--- src/rtl/tdbc_pkg.sv ---
package tdbc_pkg;

   localparam int          ADDR_W           = 8;
   localparam int          DATA_W           = 32;
   localparam int          VAL_W            = 16;

   localparam logic [7:0]  FIRST_CTRL_OFS   = 8'h00;
   localparam logic [7:0]  CH3_VALUE_OFS    = 8'h40;
   localparam logic [7:0]  INPUT_REMAP_OFS  = 8'h50;
   localparam logic [7:0]  DMA_CFG_OFS      = 8'he0;
   localparam logic [7:0]  DMA_WINDOW_OFS   = 8'he4;
   localparam logic [7:0]  FILTER_CFG_OFS   = 8'hfc;

   localparam logic [31:0] REG_RESET        = 32'h00000000;

   localparam int          START_LSB        = 0;
   localparam int          START_MSB        = 4;
   localparam int          LENGTH_LSB       = 8;
   localparam int          LENGTH_MSB       = 12;
   localparam int          SOURCE_LSB       = 0;
   localparam int          SOURCE_MSB       = 1;
   localparam int          SKIP_BIT         = 1;

   localparam logic [4:0]  LENGTH_MAX       = 5'h11;

   localparam logic [1:0]  SRC_PIN          = 2'h0;
   localparam logic [1:0]  SRC_LOW_XTAL     = 2'h1;
   localparam logic [1:0]  SRC_HIGH_XTAL128 = 2'h2;
   localparam logic [1:0]  SRC_CLK_OUT_SEL  = 2'h3;
   localparam int          NUM_SOURCES      = 4;

   localparam logic [1:0]  RESP_OKAY        = 2'h0;
   localparam logic [1:0]  RESP_SLVERR      = 2'h2;
   localparam logic [3:0]  FULL_STROBE      = 4'hf;

endpackage

--- src/rtl/tdbc_regs.sv ---
// Operation
// - Input mode: capture value shown, writes blocked.
// - Output mode: value compared against running counter.
// - Shadow enabled: active compare loads on update.
// - Burst touches length field plus one registers.
// - Burst start is first control plus four times field.
// - Each window access targets four bytes higher.
// - Window access redirected to start plus four index.
// - Hardware steps index from zero to length.
// - Two-bit field selects channel 0 input source.
// - Skip bit discards writes equal to current value.
//
// Chosen here: register access over AXI4-Lite.
`timescale 1ns/10ps
module tdbc_regs
   import tdbc_pkg::*;
(
   input  wire logic               clk,
   input  wire logic               rst_b,
   input  wire logic [31:0]        s_axi_awaddr,
   input  wire logic               s_axi_awvalid,
   output logic                    s_axi_awready,
   input  wire logic [31:0]        s_axi_wdata,
   input  wire logic [3:0]         s_axi_wstrb,
   input  wire logic               s_axi_wvalid,
   output logic                    s_axi_wready,
   output logic [1:0]              s_axi_bresp,
   output logic                    s_axi_bvalid,
   input  wire logic               s_axi_bready,
   input  wire logic [31:0]        s_axi_araddr,
   input  wire logic               s_axi_arvalid,
   output logic                    s_axi_arready,
   output logic [31:0]             s_axi_rdata,
   output logic [1:0]              s_axi_rresp,
   output logic                    s_axi_rvalid,
   input  wire logic               s_axi_rready,
   input  wire logic               channel3InputMode,
   input  wire logic               shadowEnable,
   input  wire logic               updateEvent,
   input  wire logic               captureEvent,
   input  wire logic [15:0]        counterValue,
   input  wire logic               pinInputChannelZero,
   input  wire logic               lowSpeedCrystalClock,
   input  wire logic               highSpeedCrystalDiv128,
   input  wire logic               clockOutputZeroSelection,
   output logic [15:0]             compareValue,
   output logic                    compareMatch,
   output logic                    channel0Input
);

   logic                 awHeld_r, awHeld_nxt;
   logic [ADDR_W-1:0]    awAddr_r, awAddr_nxt;
   logic                 wHeld_r, wHeld_nxt;
   logic [31:0]          wData_r, wData_nxt;
   logic [3:0]           wStrb_r, wStrb_nxt;
   logic                 arHeld_r, arHeld_nxt;
   logic [ADDR_W-1:0]    arAddr_r, arAddr_nxt;
   logic                 awReady_r, wReady_r, arReady_r;
   logic                 bValid_r, bValid_nxt;
   logic [1:0]           bResp_r, bResp_nxt;
   logic                 rValid_r, rValid_nxt;
   logic [1:0]           rResp_r, rResp_nxt;
   logic [31:0]          rData_r, rData_nxt;
   logic [VAL_W-1:0]     ch3Value_r, ch3Value_nxt;
   logic [VAL_W-1:0]     activeCompare_r, activeCompare_nxt;
   logic [4:0]           burstStart_r, burstStart_nxt;
   logic [4:0]           burstLength_r, burstLength_nxt;
   logic [4:0]           xferIndex_r, xferIndex_nxt;
   logic [1:0]           inputSource_r, inputSource_nxt;
   logic                 skipEqual_r, skipEqual_nxt;
   logic                 compareMatch_r, compareMatch_nxt;
   logic                 channel0Input_r;
   logic                 doWrite, doRead;
   logic [ADDR_W-1:0]    writeTarget, readTarget;
   logic [NUM_SOURCES-1:0] srcStable;
   logic [NUM_SOURCES-1:0] srcRaw;

   // An access to the window is steered to the start register plus the
   // current transfer index; the sum cannot reach the window itself.
   function automatic logic [ADDR_W-1:0] resolve_target(
      input logic [ADDR_W-1:0] addr,
      input logic [4:0]        start,
      input logic [4:0]        index
   );
      logic [5:0] slot;
      slot = {1'b0, start} + {1'b0, index};
      if (addr == DMA_WINDOW_OFS) begin
         resolve_target = FIRST_CTRL_OFS + {slot, 2'b00};
      end else begin
         resolve_target = addr;
      end
   endfunction

   always_comb begin
      awHeld_nxt        = awHeld_r;
      awAddr_nxt        = awAddr_r;
      wHeld_nxt         = wHeld_r;
      wData_nxt         = wData_r;
      wStrb_nxt         = wStrb_r;
      arHeld_nxt        = arHeld_r;
      arAddr_nxt        = arAddr_r;
      bValid_nxt        = bValid_r;
      bResp_nxt         = bResp_r;
      rValid_nxt        = rValid_r;
      rResp_nxt         = rResp_r;
      rData_nxt         = rData_r;
      ch3Value_nxt      = ch3Value_r;
      activeCompare_nxt = activeCompare_r;
      burstStart_nxt    = burstStart_r;
      burstLength_nxt   = burstLength_r;
      xferIndex_nxt     = xferIndex_r;
      inputSource_nxt   = inputSource_r;
      skipEqual_nxt     = skipEqual_r;

      if (s_axi_awvalid && awReady_r) begin
         awHeld_nxt = 1'b1;
         awAddr_nxt = s_axi_awaddr[ADDR_W-1:0];
      end
      if (s_axi_wvalid && wReady_r) begin
         wHeld_nxt = 1'b1;
         wData_nxt = s_axi_wdata;
         wStrb_nxt = s_axi_wstrb;
      end
      if (s_axi_arvalid && arReady_r) begin
         arHeld_nxt = 1'b1;
         arAddr_nxt = s_axi_araddr[ADDR_W-1:0];
      end
      if (bValid_r && s_axi_bready) begin
         bValid_nxt = 1'b0;
      end
      if (rValid_r && s_axi_rready) begin
         rValid_nxt = 1'b0;
      end

      // A pending write goes first, so a read and a write of the window
      // never claim the same transfer index in one cycle.
      doWrite     = awHeld_r && wHeld_r && !bValid_r;
      doRead      = arHeld_r && !rValid_r && !doWrite;
      writeTarget = resolve_target(awAddr_r, burstStart_r, xferIndex_r);
      readTarget  = resolve_target(arAddr_r, burstStart_r, xferIndex_r);

      if (doWrite) begin
         awHeld_nxt = 1'b0;
         wHeld_nxt  = 1'b0;
         bValid_nxt = 1'b1;
         bResp_nxt  = RESP_OKAY;
         if (wStrb_r != FULL_STROBE) begin
            bResp_nxt = RESP_SLVERR;
         end else begin
            case (writeTarget)
               CH3_VALUE_OFS: begin
                  if (!channel3InputMode &&
                      !(skipEqual_r && wData_r[VAL_W-1:0] == ch3Value_r)) begin
                     ch3Value_nxt = wData_r[VAL_W-1:0];
                     if (!shadowEnable) begin
                        activeCompare_nxt = wData_r[VAL_W-1:0];
                     end
                  end
               end
               INPUT_REMAP_OFS: begin
                  inputSource_nxt = wData_r[SOURCE_MSB:SOURCE_LSB];
               end
               DMA_CFG_OFS: begin
                  burstStart_nxt = wData_r[START_MSB:START_LSB];
                  // Lengths above the limit are clamped so the index wrap stays bounded.
                  if (wData_r[LENGTH_MSB:LENGTH_LSB] > LENGTH_MAX) begin
                     burstLength_nxt = LENGTH_MAX;
                  end else begin
                     burstLength_nxt = wData_r[LENGTH_MSB:LENGTH_LSB];
                  end
                  xferIndex_nxt = 5'h00;
               end
               FILTER_CFG_OFS: begin
                  skipEqual_nxt = wData_r[SKIP_BIT];
               end
               default: begin
                  bResp_nxt = RESP_SLVERR;
               end
            endcase
         end
         if (awAddr_r == DMA_WINDOW_OFS) begin
            if (xferIndex_r >= burstLength_r) begin
               xferIndex_nxt = 5'h00;
            end else begin
               xferIndex_nxt = xferIndex_r + 5'h01;
            end
         end
      end

      if (doRead) begin
         arHeld_nxt = 1'b0;
         rValid_nxt = 1'b1;
         rResp_nxt  = RESP_OKAY;
         rData_nxt  = REG_RESET;
         case (readTarget)
            CH3_VALUE_OFS: begin
               rData_nxt[VAL_W-1:0] = ch3Value_r;
            end
            INPUT_REMAP_OFS: begin
               rData_nxt[SOURCE_MSB:SOURCE_LSB] = inputSource_r;
            end
            DMA_CFG_OFS: begin
               rData_nxt[START_MSB:START_LSB]   = burstStart_r;
               rData_nxt[LENGTH_MSB:LENGTH_LSB] = burstLength_r;
            end
            FILTER_CFG_OFS: begin
               rData_nxt[SKIP_BIT] = skipEqual_r;
            end
            default: begin
               rResp_nxt = RESP_SLVERR;
            end
         endcase
         if (arAddr_r == DMA_WINDOW_OFS) begin
            if (xferIndex_r >= burstLength_r) begin
               xferIndex_nxt = 5'h00;
            end else begin
               xferIndex_nxt = xferIndex_r + 5'h01;
            end
         end
      end

      if (channel3InputMode && captureEvent) begin
         ch3Value_nxt = counterValue;
      end
      // The refresh takes the value being written in the same cycle so it is not lost.
      if (!channel3InputMode && shadowEnable && updateEvent) begin
         activeCompare_nxt = ch3Value_nxt;
      end
      compareMatch_nxt = !channel3InputMode && (counterValue == activeCompare_r);
   end

   always_ff @(posedge clk or negedge rst_b) begin
      if (!rst_b) begin
         awHeld_r        <= 1'b0;
         awAddr_r        <= 8'h00;
         wHeld_r         <= 1'b0;
         wData_r         <= REG_RESET;
         wStrb_r         <= 4'h0;
         arHeld_r        <= 1'b0;
         arAddr_r        <= 8'h00;
         awReady_r       <= 1'b1;
         wReady_r        <= 1'b1;
         arReady_r       <= 1'b1;
         bValid_r        <= 1'b0;
         bResp_r         <= RESP_OKAY;
         rValid_r        <= 1'b0;
         rResp_r         <= RESP_OKAY;
         rData_r         <= REG_RESET;
         ch3Value_r      <= 16'h0000;
         activeCompare_r <= 16'h0000;
         burstStart_r    <= 5'h00;
         burstLength_r   <= 5'h00;
         xferIndex_r     <= 5'h00;
         inputSource_r   <= SRC_PIN;
         skipEqual_r     <= 1'b0;
         compareMatch_r  <= 1'b0;
      end else begin
         awHeld_r        <= awHeld_nxt;
         awAddr_r        <= awAddr_nxt;
         wHeld_r         <= wHeld_nxt;
         wData_r         <= wData_nxt;
         wStrb_r         <= wStrb_nxt;
         arHeld_r        <= arHeld_nxt;
         arAddr_r        <= arAddr_nxt;
         awReady_r       <= !awHeld_nxt;
         wReady_r        <= !wHeld_nxt;
         arReady_r       <= !arHeld_nxt;
         bValid_r        <= bValid_nxt;
         bResp_r         <= bResp_nxt;
         rValid_r        <= rValid_nxt;
         rResp_r         <= rResp_nxt;
         rData_r         <= rData_nxt;
         ch3Value_r      <= ch3Value_nxt;
         activeCompare_r <= activeCompare_nxt;
         burstStart_r    <= burstStart_nxt;
         burstLength_r   <= burstLength_nxt;
         xferIndex_r     <= xferIndex_nxt;
         inputSource_r   <= inputSource_nxt;
         skipEqual_r     <= skipEqual_nxt;
         compareMatch_r  <= compareMatch_nxt;
      end
   end

   assign srcRaw[SRC_PIN]          = pinInputChannelZero;
   assign srcRaw[SRC_LOW_XTAL]     = lowSpeedCrystalClock;
   assign srcRaw[SRC_HIGH_XTAL128] = highSpeedCrystalDiv128;
   assign srcRaw[SRC_CLK_OUT_SEL]  = clockOutputZeroSelection;

   // The sources are asynchronous; a level is accepted only once the last two
   // stages agree, which costs four cycles of latency but filters glitches.
   genvar gi;
   generate
      for (gi = 0; gi < NUM_SOURCES; gi++) begin : gSrc
         logic [2:0] syncStage_r;
         logic       stable_r;
         always_ff @(posedge clk or negedge rst_b) begin
            if (!rst_b) begin
               syncStage_r <= 3'h0;
               stable_r    <= 1'b0;
            end else begin
               syncStage_r <= {syncStage_r[1:0], srcRaw[gi]};
               if (syncStage_r[1] == syncStage_r[2]) begin
                  stable_r <= syncStage_r[2];
               end
            end
         end
         assign srcStable[gi] = stable_r;
      end
   endgenerate

   always_ff @(posedge clk or negedge rst_b) begin
      if (!rst_b) begin
         channel0Input_r <= 1'b0;
      end else begin
         channel0Input_r <= srcStable[inputSource_r];
      end
   end

   assign s_axi_awready = awReady_r;
   assign s_axi_wready  = wReady_r;
   assign s_axi_arready = arReady_r;
   assign s_axi_bvalid  = bValid_r;
   assign s_axi_bresp   = bResp_r;
   assign s_axi_rvalid  = rValid_r;
   assign s_axi_rresp   = rResp_r;
   assign s_axi_rdata   = rData_r;
   assign compareValue  = activeCompare_r;
   assign compareMatch  = compareMatch_r;
   assign channel0Input = channel0Input_r;

endmodule

--- config.mk ---
export PLATFORM = sky130hd
export DESIGN_NAME = tdbc_regs
export DESIGN_NICKNAME = d
export VERILOG_FILES = /design/src/rtl/tdbc_pkg.sv /design/src/rtl/tdbc_regs.sv
export SDC_FILE = /design/constraint.sdc
export NUM_CORES = 1
export LEC_CHECK = 0
export ABC_AREA = 1
export BUFFER_PORTS_ARGS = -buffer_cell sky130_fd_sc_hd__buf_2
export CAP_MARGIN = 5
export CORE_ASPECT_RATIO = 1.25
export CORE_MARGIN = 8
export CORE_UTILIZATION = 53
export DETAILED_ROUTE_END_ITERATION = 12
export PLACE_DENSITY = 0.81
export SYNTH_ARGS = -nofsm -noshare
export SYNTH_HDL_FRONTEND = slang
export SYNTH_SLANG_ARGS = --single-unit
--- constraint.sdc ---
create_clock -name clk -period 3.2 [get_ports clk]
set_clock_uncertainty 0.05 [all_clocks]
set_input_delay 0.48 -clock clk [delete_from_list [all_inputs] [get_ports clk]]
set_output_delay 0.48 -clock clk [all_outputs]
set_load 0.01 [all_outputs]
==> flow_summary.json, run 1 <==
{
  "synthToLayoutAreaGrowth_pct": 19.67,
  "crit_start": "xferIndex_r[0]",
  "drtPass1Iterations": 5,
  "synth_edf_count": 0,
  "cts_hold_buffers": 0,
  "max-vdd-ir-drop_v": 0.0003646,
  "remaining_drc_errors": 0,
  "final_util": 0.6387,
  "synth_cells": 807,
  "use_met1": 0.2687,
  "cts.sinks": 130,
  "synth.top_cell.area_share": 0.4768,
  "reg2regPathDepth": 12,
  "grt_busiest_layer": "met2",
  "cts_tree": "built",
  "die_h_um": 141.4,
  "core_region_area_mm2": 0.01249,
  "powerDensity_mw_per_mm2": 738.6,
  "pre_cts_ws_ns": 0.3877,
  "path_delay_family": "simple AND/OR/NAND/NOR gates",
  "rsz0062_at_grt": "false",
  "num_rows": 46,
  "post-route-min-period_ns": 2.905,
  "max_freq_ghz": 0.3443,
  "post_route_cells_drive_above_1_share": 0.2028,
  "cp.required_ns": 3.51,
  "synth_area_mm2": 0.006665,
  "ys_ff_latch": 130,
  "total_power_w": 0.005891,
  "met2_usage": 0.3750,
  "wl_per_cell_um": 15.92,
  "insertedDiodeCount": 0,
  "cts_resized": 0,
  "overflow": 0,
  "fp.dieW_um": 116.3,
  "worst_slack_ns": 0.2954,
  "clockBufferDepth": 2,
  "status": "complete, no violations",
  "fin_tns_setup_ns": 0,
  "routed_wl_um": 17670,
  "synth_common_cells": "237 x nand2_1, 127 x dfrtp_1, 91 x inv_1, 83 x nand3_1, 60 x o21ai_0",
  "port_buffers": 107,
  "place_congestion": 0.8873,
  "synth_cell_types": 49,
  "maxCapViolCount": 0,
  "ys_seq_area_frac": 0.4886,
  "antenna_found_initial": 0,
  "timing.rr.end": "burstLength_r[1]",
  "ant_nets": 0,
  "p_leak_nw": 4.089,
  "hold_class": "primary input to async pin",
  "cts_max_level": 4,
  "slew_violations": 0,
  "cp_max_fo": 6,
  "grt_pass1_vias": 6041,
  "critPathLaunchType": "flip-flop",
  "ys.flop_type": "dfrtp_1",
  "critPathBufInv": 1,
  "cts_buffers": 17,
  "end_kind": "flip-flop",
  "setup_viol": 0,
  "grt_first_pass_wirelength_um": 29530,
  "num-nets-final": 1072,
  "yosysMostFrequentCell": "nand2_1",
  "cts_root_buf": "clkbuf_16",
  "r2r_slack_ns": 0.30,
  "post-cts-setup-buffers": 0,
  "num_io_pins": 190,
  "synth_area_leaders": "dfrtp_1 48%, nand2_1 13%, nand3_1 6.2%, inv_1 5.1%, o21ai_0 4.5%",
  "start_util": 0.5337,
  "crit_end": "burstLength_r[1]",
  "grt_max_degree": 66,
  "crit_path_cell_trace": "ha_1, inv_1, fa_1, nand3b_1, nand2_1, nand2_1, nand3_1, nand2_1, nor2_1, nand4_1, nor2_1, a22o_1",
  "crit_path_top_delay_cell": "dfrtp_1",
  "hold_violations": 0,
  "yosys.area.top_type": "dfrtp_1",
  "vias": 5937,
  "fin_crit_sh": 0.9077,
  "crit_path_max_incr_delay_ns": 0.43,
  "dieArea_mm2": 0.01644,
  "worstReg2RegStart": "xferIndex_r[0]",
  "via_per_inst": 5.349,
  "hold_slack_ns": 0.08970,
  "grt_use_total": 0.2280,
  "worst-setup-path-type": "flip-flop to flip-flop",
  "worstPathArrival_ns": 3.21,
  "max_slew.worst_pin.slew_ns": 0.8177,
  "synth_warnings": 0,
  "slew_headroom": 0.4548,
  "cp.depth": 12,
  "synth_area_per_cell_um2": 8.259,
  "crit_top_cell": "nand2_1",
  "dp_hpwl_um": 12900,
  "insertion_delay_ns": 0.42,
  "path_clk_slew_ns": 0.06,
  "drtIter0Drc": 521,
  "use_met3": 0.05997,
  "ys_async_sr_fraction": 1.000
}
## kinds of logic (layout without fill, tap and decap cells)
family                   count (synthesis)  count (layout)  share of synthesized area
AND/OR/NAND/NOR                        405             405                     0.2769
buffers and inverters                  131             249                    0.08729
other                                    1              18                  0.0005626
multiplexers                             6               6                    0.01014
XOR/XNOR                                12              12                    0.01577
adder cells (fa/ha/maj)                 16              16                    0.02966
flip-flops                             130             130                     0.4886
AO/OA/AOI/OAI                          106             106                    0.09105
## how the worst min path moves through the flow
stage | depth (start not counted) | slack, ns | endpoint | from
2_1_floorplan | 0 | 0.13 | arAddr_r[0] | rst_b
3_3_place_gp | 0 | 0.28 | gSrc[0].syncStage_r[1] | gSrc[0].syncStage_r[0]
3_5_place_dp | 0 | 0.28 | gSrc[2].syncStage_r[1] | gSrc[2].syncStage_r[0]
4_1_cts | 1 | 0.11 | gSrc[3].syncStage_r[0] | clockOutputZeroSelection
5_1_grt | 1 | 0.10 | gSrc[2].syncStage_r[0] | highSpeedCrystalDiv128
6_report | 1 | 0.09 | gSrc[3].stable_r | rst_b
## stage by stage
step / cells / instance area [um^2]
finish: 1110 / 7976
global route: 1110 / 7976
CTS: 1110 / 7976
detailed placement: 1078 / 7377
global placement: 1078 / 7377
floorplan: 824 / 6729
## layout make-up
class	instances	area [um^2]
Tap cell	168	210.2
Clock inverter	15	173.9
Multi-Input combinational cell	563	2890
Sequential cell	130	3257
Timing Repair Buffer	122	663.1
Fill cell	1085	4513
Clock buffer	17	425.4
Inverter	95	356.6
## cell usage in the layout (no fill, tap or decap), types with 3 or more instances in the layout
cell type and instances:
dfrtp_1 127, a21oi_1 11, nand3b_1 3, xor2_1 8, conb_1 18, nand2_1 237, nand4_1 14, maj3_1 4
a31oi_1 4, o21a_1 3, nand2_2 6, or2_2 3, ha_1 11, xnor2_1 4, dfstp_2 3, o21ai_0 60
clkinv_1 3, buf_2 106, nor2_1 37, nand3_2 5, nor2_8 3, clkinvlp_4 4, o22ai_1 10, clkbuf_16 17
buf_4 15, nor2_2 5, a22o_1 3, nand3_1 83, mux2_2 6, inv_1 91, o31ai_1 6, inv_6 5
## sequential cells by signal, indices dropped and copies added, names as in the netlist, 2 cells and up
name              flops
arAddr_r              8
awAddr_r              8
burstLength_r         5
burstStart_r          5
ch3Value_r           16
compareValue         16
gSrc.stable_r         4
gSrc.syncStage_r     12
inputSource_r         2
s_axi_rdata          16
wData_r              16
wStrb_r               4
xferIndex_r           5
## metal layers
| metal | wire, um | part of all wire | up-vias |
|---|---|---|---|
| met3 | 1303 | 0.074 | 39 |
| met1 | 6959 | 0.39 | 2799 |
| li1 | - | - | 2844 |
| met5 | 0 | 0 | - |
| met4 | 501 | 0.028 | 0 |
| met2 | 8904 | 0.50 | 255 |
## power breakdown
group | total (W) | switching, W | internal (W)
Sequential | 0.00235 | 0.000300 | 0.00205
Combinational | 0.00158 | 0.00105 | 0.000531
Clock | 0.00196 | 0.000794 | 0.00117
Total | 0.00589 | 0.00214 | 0.00375
(Power assumes the default switching activity.)
==> inputs of run 2 (changes only) <==
--- a/config.mk
+++ b/config.mk
@@ -12,6 +12,7 @@
 export CORE_MARGIN = 8
 export CORE_UTILIZATION = 53
 export DETAILED_ROUTE_END_ITERATION = 12
+export MAX_ROUTING_LAYER = met4
 export PLACE_DENSITY = 0.81
 export SYNTH_ARGS = -nofsm -noshare
 export SYNTH_HDL_FRONTEND = slang
==> run 2 against run 1 <==
Critical path depth rose by 3. Combinational power fell by 3%. Worst hold slack got worse by 0.044 ns. Flip-flop and latch count did not move. Sequential share of layout area rose by 0.15 points. Setup slack got worse by 0.070 ns. First-iteration DRC count fell by 28%. Clock power fell by 3%. Register-to-register slack got worse by 0.07 ns. Final area fell by 0.38%. Count of clock-buffer cells in the layout did not move.
==> flow_summary.json, run 2 (synthesis gave the netlist of run 1 again) <==
{
  "status": "complete, no violations",
  "cp_max_fo": 17,
  "powerDensity_mw_per_mm2": 728.1,
  "post-route-min-period_ns": 2.975,
  "num_io_pins": 190,
  "maxCapViolCount": 0,
  "p_int_w": 0.003624,
  "grt_max_degree": 57,
  "p_clk_frac": 0.329,
  "grt_first_pass_wirelength_um": 27980,
  "place_congestion": 0.9081,
  "hold_violations": 0,
  "overflow": 0,
  "critPathLaunchType": "flip-flop",
  "path_clk_slew_ns": 0.07,
  "max_slew.worst_pin.slew_ns": 0.6955,
  "antenna_found_initial": 0,
  "worstReg2RegStart": "xferIndex_r[0]",
  "num_rows": 46,
  "dp_hpwl_um": 12820,
  "worstPathArrival_ns": 3.24,
  "grt_pass1_vias": 5867,
  "final_common_cell": "nand2_1",
  "setup_viol": 0,
  "r2r_slack_ns": 0.22,
  "insertion_delay_ns": 0.42,
  "max_freq_ghz": 0.3361,
  "worst-setup-path-type": "flip-flop to flip-flop",
  "worst_slack_ns": 0.2250,
  "fp.dieW_um": 116.3,
  "drtIter0Drc": 374,
  "p_leak_nw": 4.087,
  "routed_wl_um": 16940,
  "hold_class": "primary input to async pin",
  "post_route_cells_drive_above_1_share": 0.2011,
  "synthToLayoutAreaGrowth_pct": 19.22,
  "dieArea_mm2": 0.01644,
  "cts_tree": "built",
  "fin_tns_setup_ns": 0,
  "vias": 5833,
  "comb_power_share": 0.266,
  "cts_hold_buffers": 0,
  "cts_max_level": 4,
  "cts_resized": 0,
  "port_buffers": 107,
  "slew_headroom": 0.5363,
  "end_kind": "flip-flop",
  "layout_common_cells": "237 x nand2_1, 127 x dfrtp_1, 106 x buf_2, 91 x inv_1, 83 x nand3_1",
  "core_region_area_mm2": 0.01249,
  "fin_crit_sh": 0.9297,
  "clockBufferDepth": 2,
  "ant_nets": 0,
  "cts.sinks": 130,
  "power.switching_w": 0.002162,
  "reg2regPathDepth": 15,
  "wl_per_cell_um": 15.29,
  "max-vdd-ir-drop_v": 0.0003469,
  "cts_root_buf": "clkbuf_16",
  "cts_buffers": 17,
  "seq_power_share": 0.404,
  "total_power_w": 0.005786,
  "via_per_inst": 5.264,
  "start_util": 0.5337,
  "rsz0062_at_grt": "false",
  "timing.rr.end": "compareValue[13]",
  "cp.required_ns": 3.47,
  "pre_cts_ws_ns": 0.2738,
  "drtPass1Iterations": 5,
  "remaining_drc_errors": 0,
  "p_sw_frac": 0.3737,
  "die_h_um": 141.4,
  "insertedDiodeCount": 0,
  "slew_violations": 0,
  "post-cts-setup-buffers": 0,
  "grt_use_total": 0.2209,
  "num-nets-final": 1070
}
==> run 2: changes by cell type in the layout (fill, tap and decap cells not counted), sizes merged <==
cell,previous run,this run
buf,122,120
bufinv,2,0
clkinv,5,6
clkinvlp,4,0
inv,99,104
==> run 2: worst max-delay path by stage <==
stage,start,to,slack [ns]
after global placement,xferIndex_r[0],compareValue[11],0.34
after global routing,xferIndex_r[0],compareValue[13],0.04
final,xferIndex_r[0],compareValue[13],0.22
after CTS,xferIndex_r[0],compareValue[11],0.26
after detailed placement,xferIndex_r[0],compareValue[11],0.27
after floorplan,xferIndex_r[0],compareValue[12],0.71
==> run 2: layer usage <==
metal | wire length, um | vias up | GRT usage
li1 | - | 2831 | -
met1 | 6877 | 2748 | 0.2599
met2 | 8635 | 222 | 0.3662
met3 | 1013 | 32 | 0.04041
met4 | 413 | 0 | 0.08624
met5 | 0 | - | -
==> run 2: cell type report <==
class / instances / area, um^2
inverters: 95 / 356.6
clock inverters: 15 / 158.9
repair buffers: 120 / 648.1
flip-flops and latches: 130 / 3257
fillers: 1095 / 4543
multi-input cells: 563 / 2890
well taps: 168 / 210.2
clock buffers: 17 / 425.4
==> run 2: metrics by stage <==
step,util,hold WS [ns],std cells,instance area [um^2]
after floorplan,-,0.1344,824,6729
after global placement,0.5895,0.2826,1076,7362
after detailed placement,0.5895,0.2847,1076,7362
after CTS,0.6362,0.07719,1108,7946
after global routing,0.6362,0.08830,1108,7946
final,0.6362,0.04592,1108,7946
==> run 2: worst max-delay path, cell delays in order, from the launching register on <==
cell     delay [ns]
dfrtp_1        0.44
ha_1           0.23
inv_1          0.06
fa_1           0.40
xor2_1         0.23
o21ai_0        0.19
inv_1          0.18
nand3_4        0.11
nor2_8         0.25
nand2_8        0.17
nor2_8         0.23
nor2_8         0.10
nand2_1        0.08
nand2_1        0.05
inv_1          0.05
nand2_1        0.05
==> run 2: power by group through the flow <==
stage | clock (W) | combinational [W] | sequential [W]
finish | 0.00190 | 0.00154 | 0.00234
global route | 0.00200 | 0.00174 | 0.00239
CTS | 0.00193 | 0.00155 | 0.00233
detailed placement | 0 | 0.00154 | 0.00236
global placement | 0 | 0.00150 | 0.00235
floorplan | 0 | 0.00103 | 0.00233
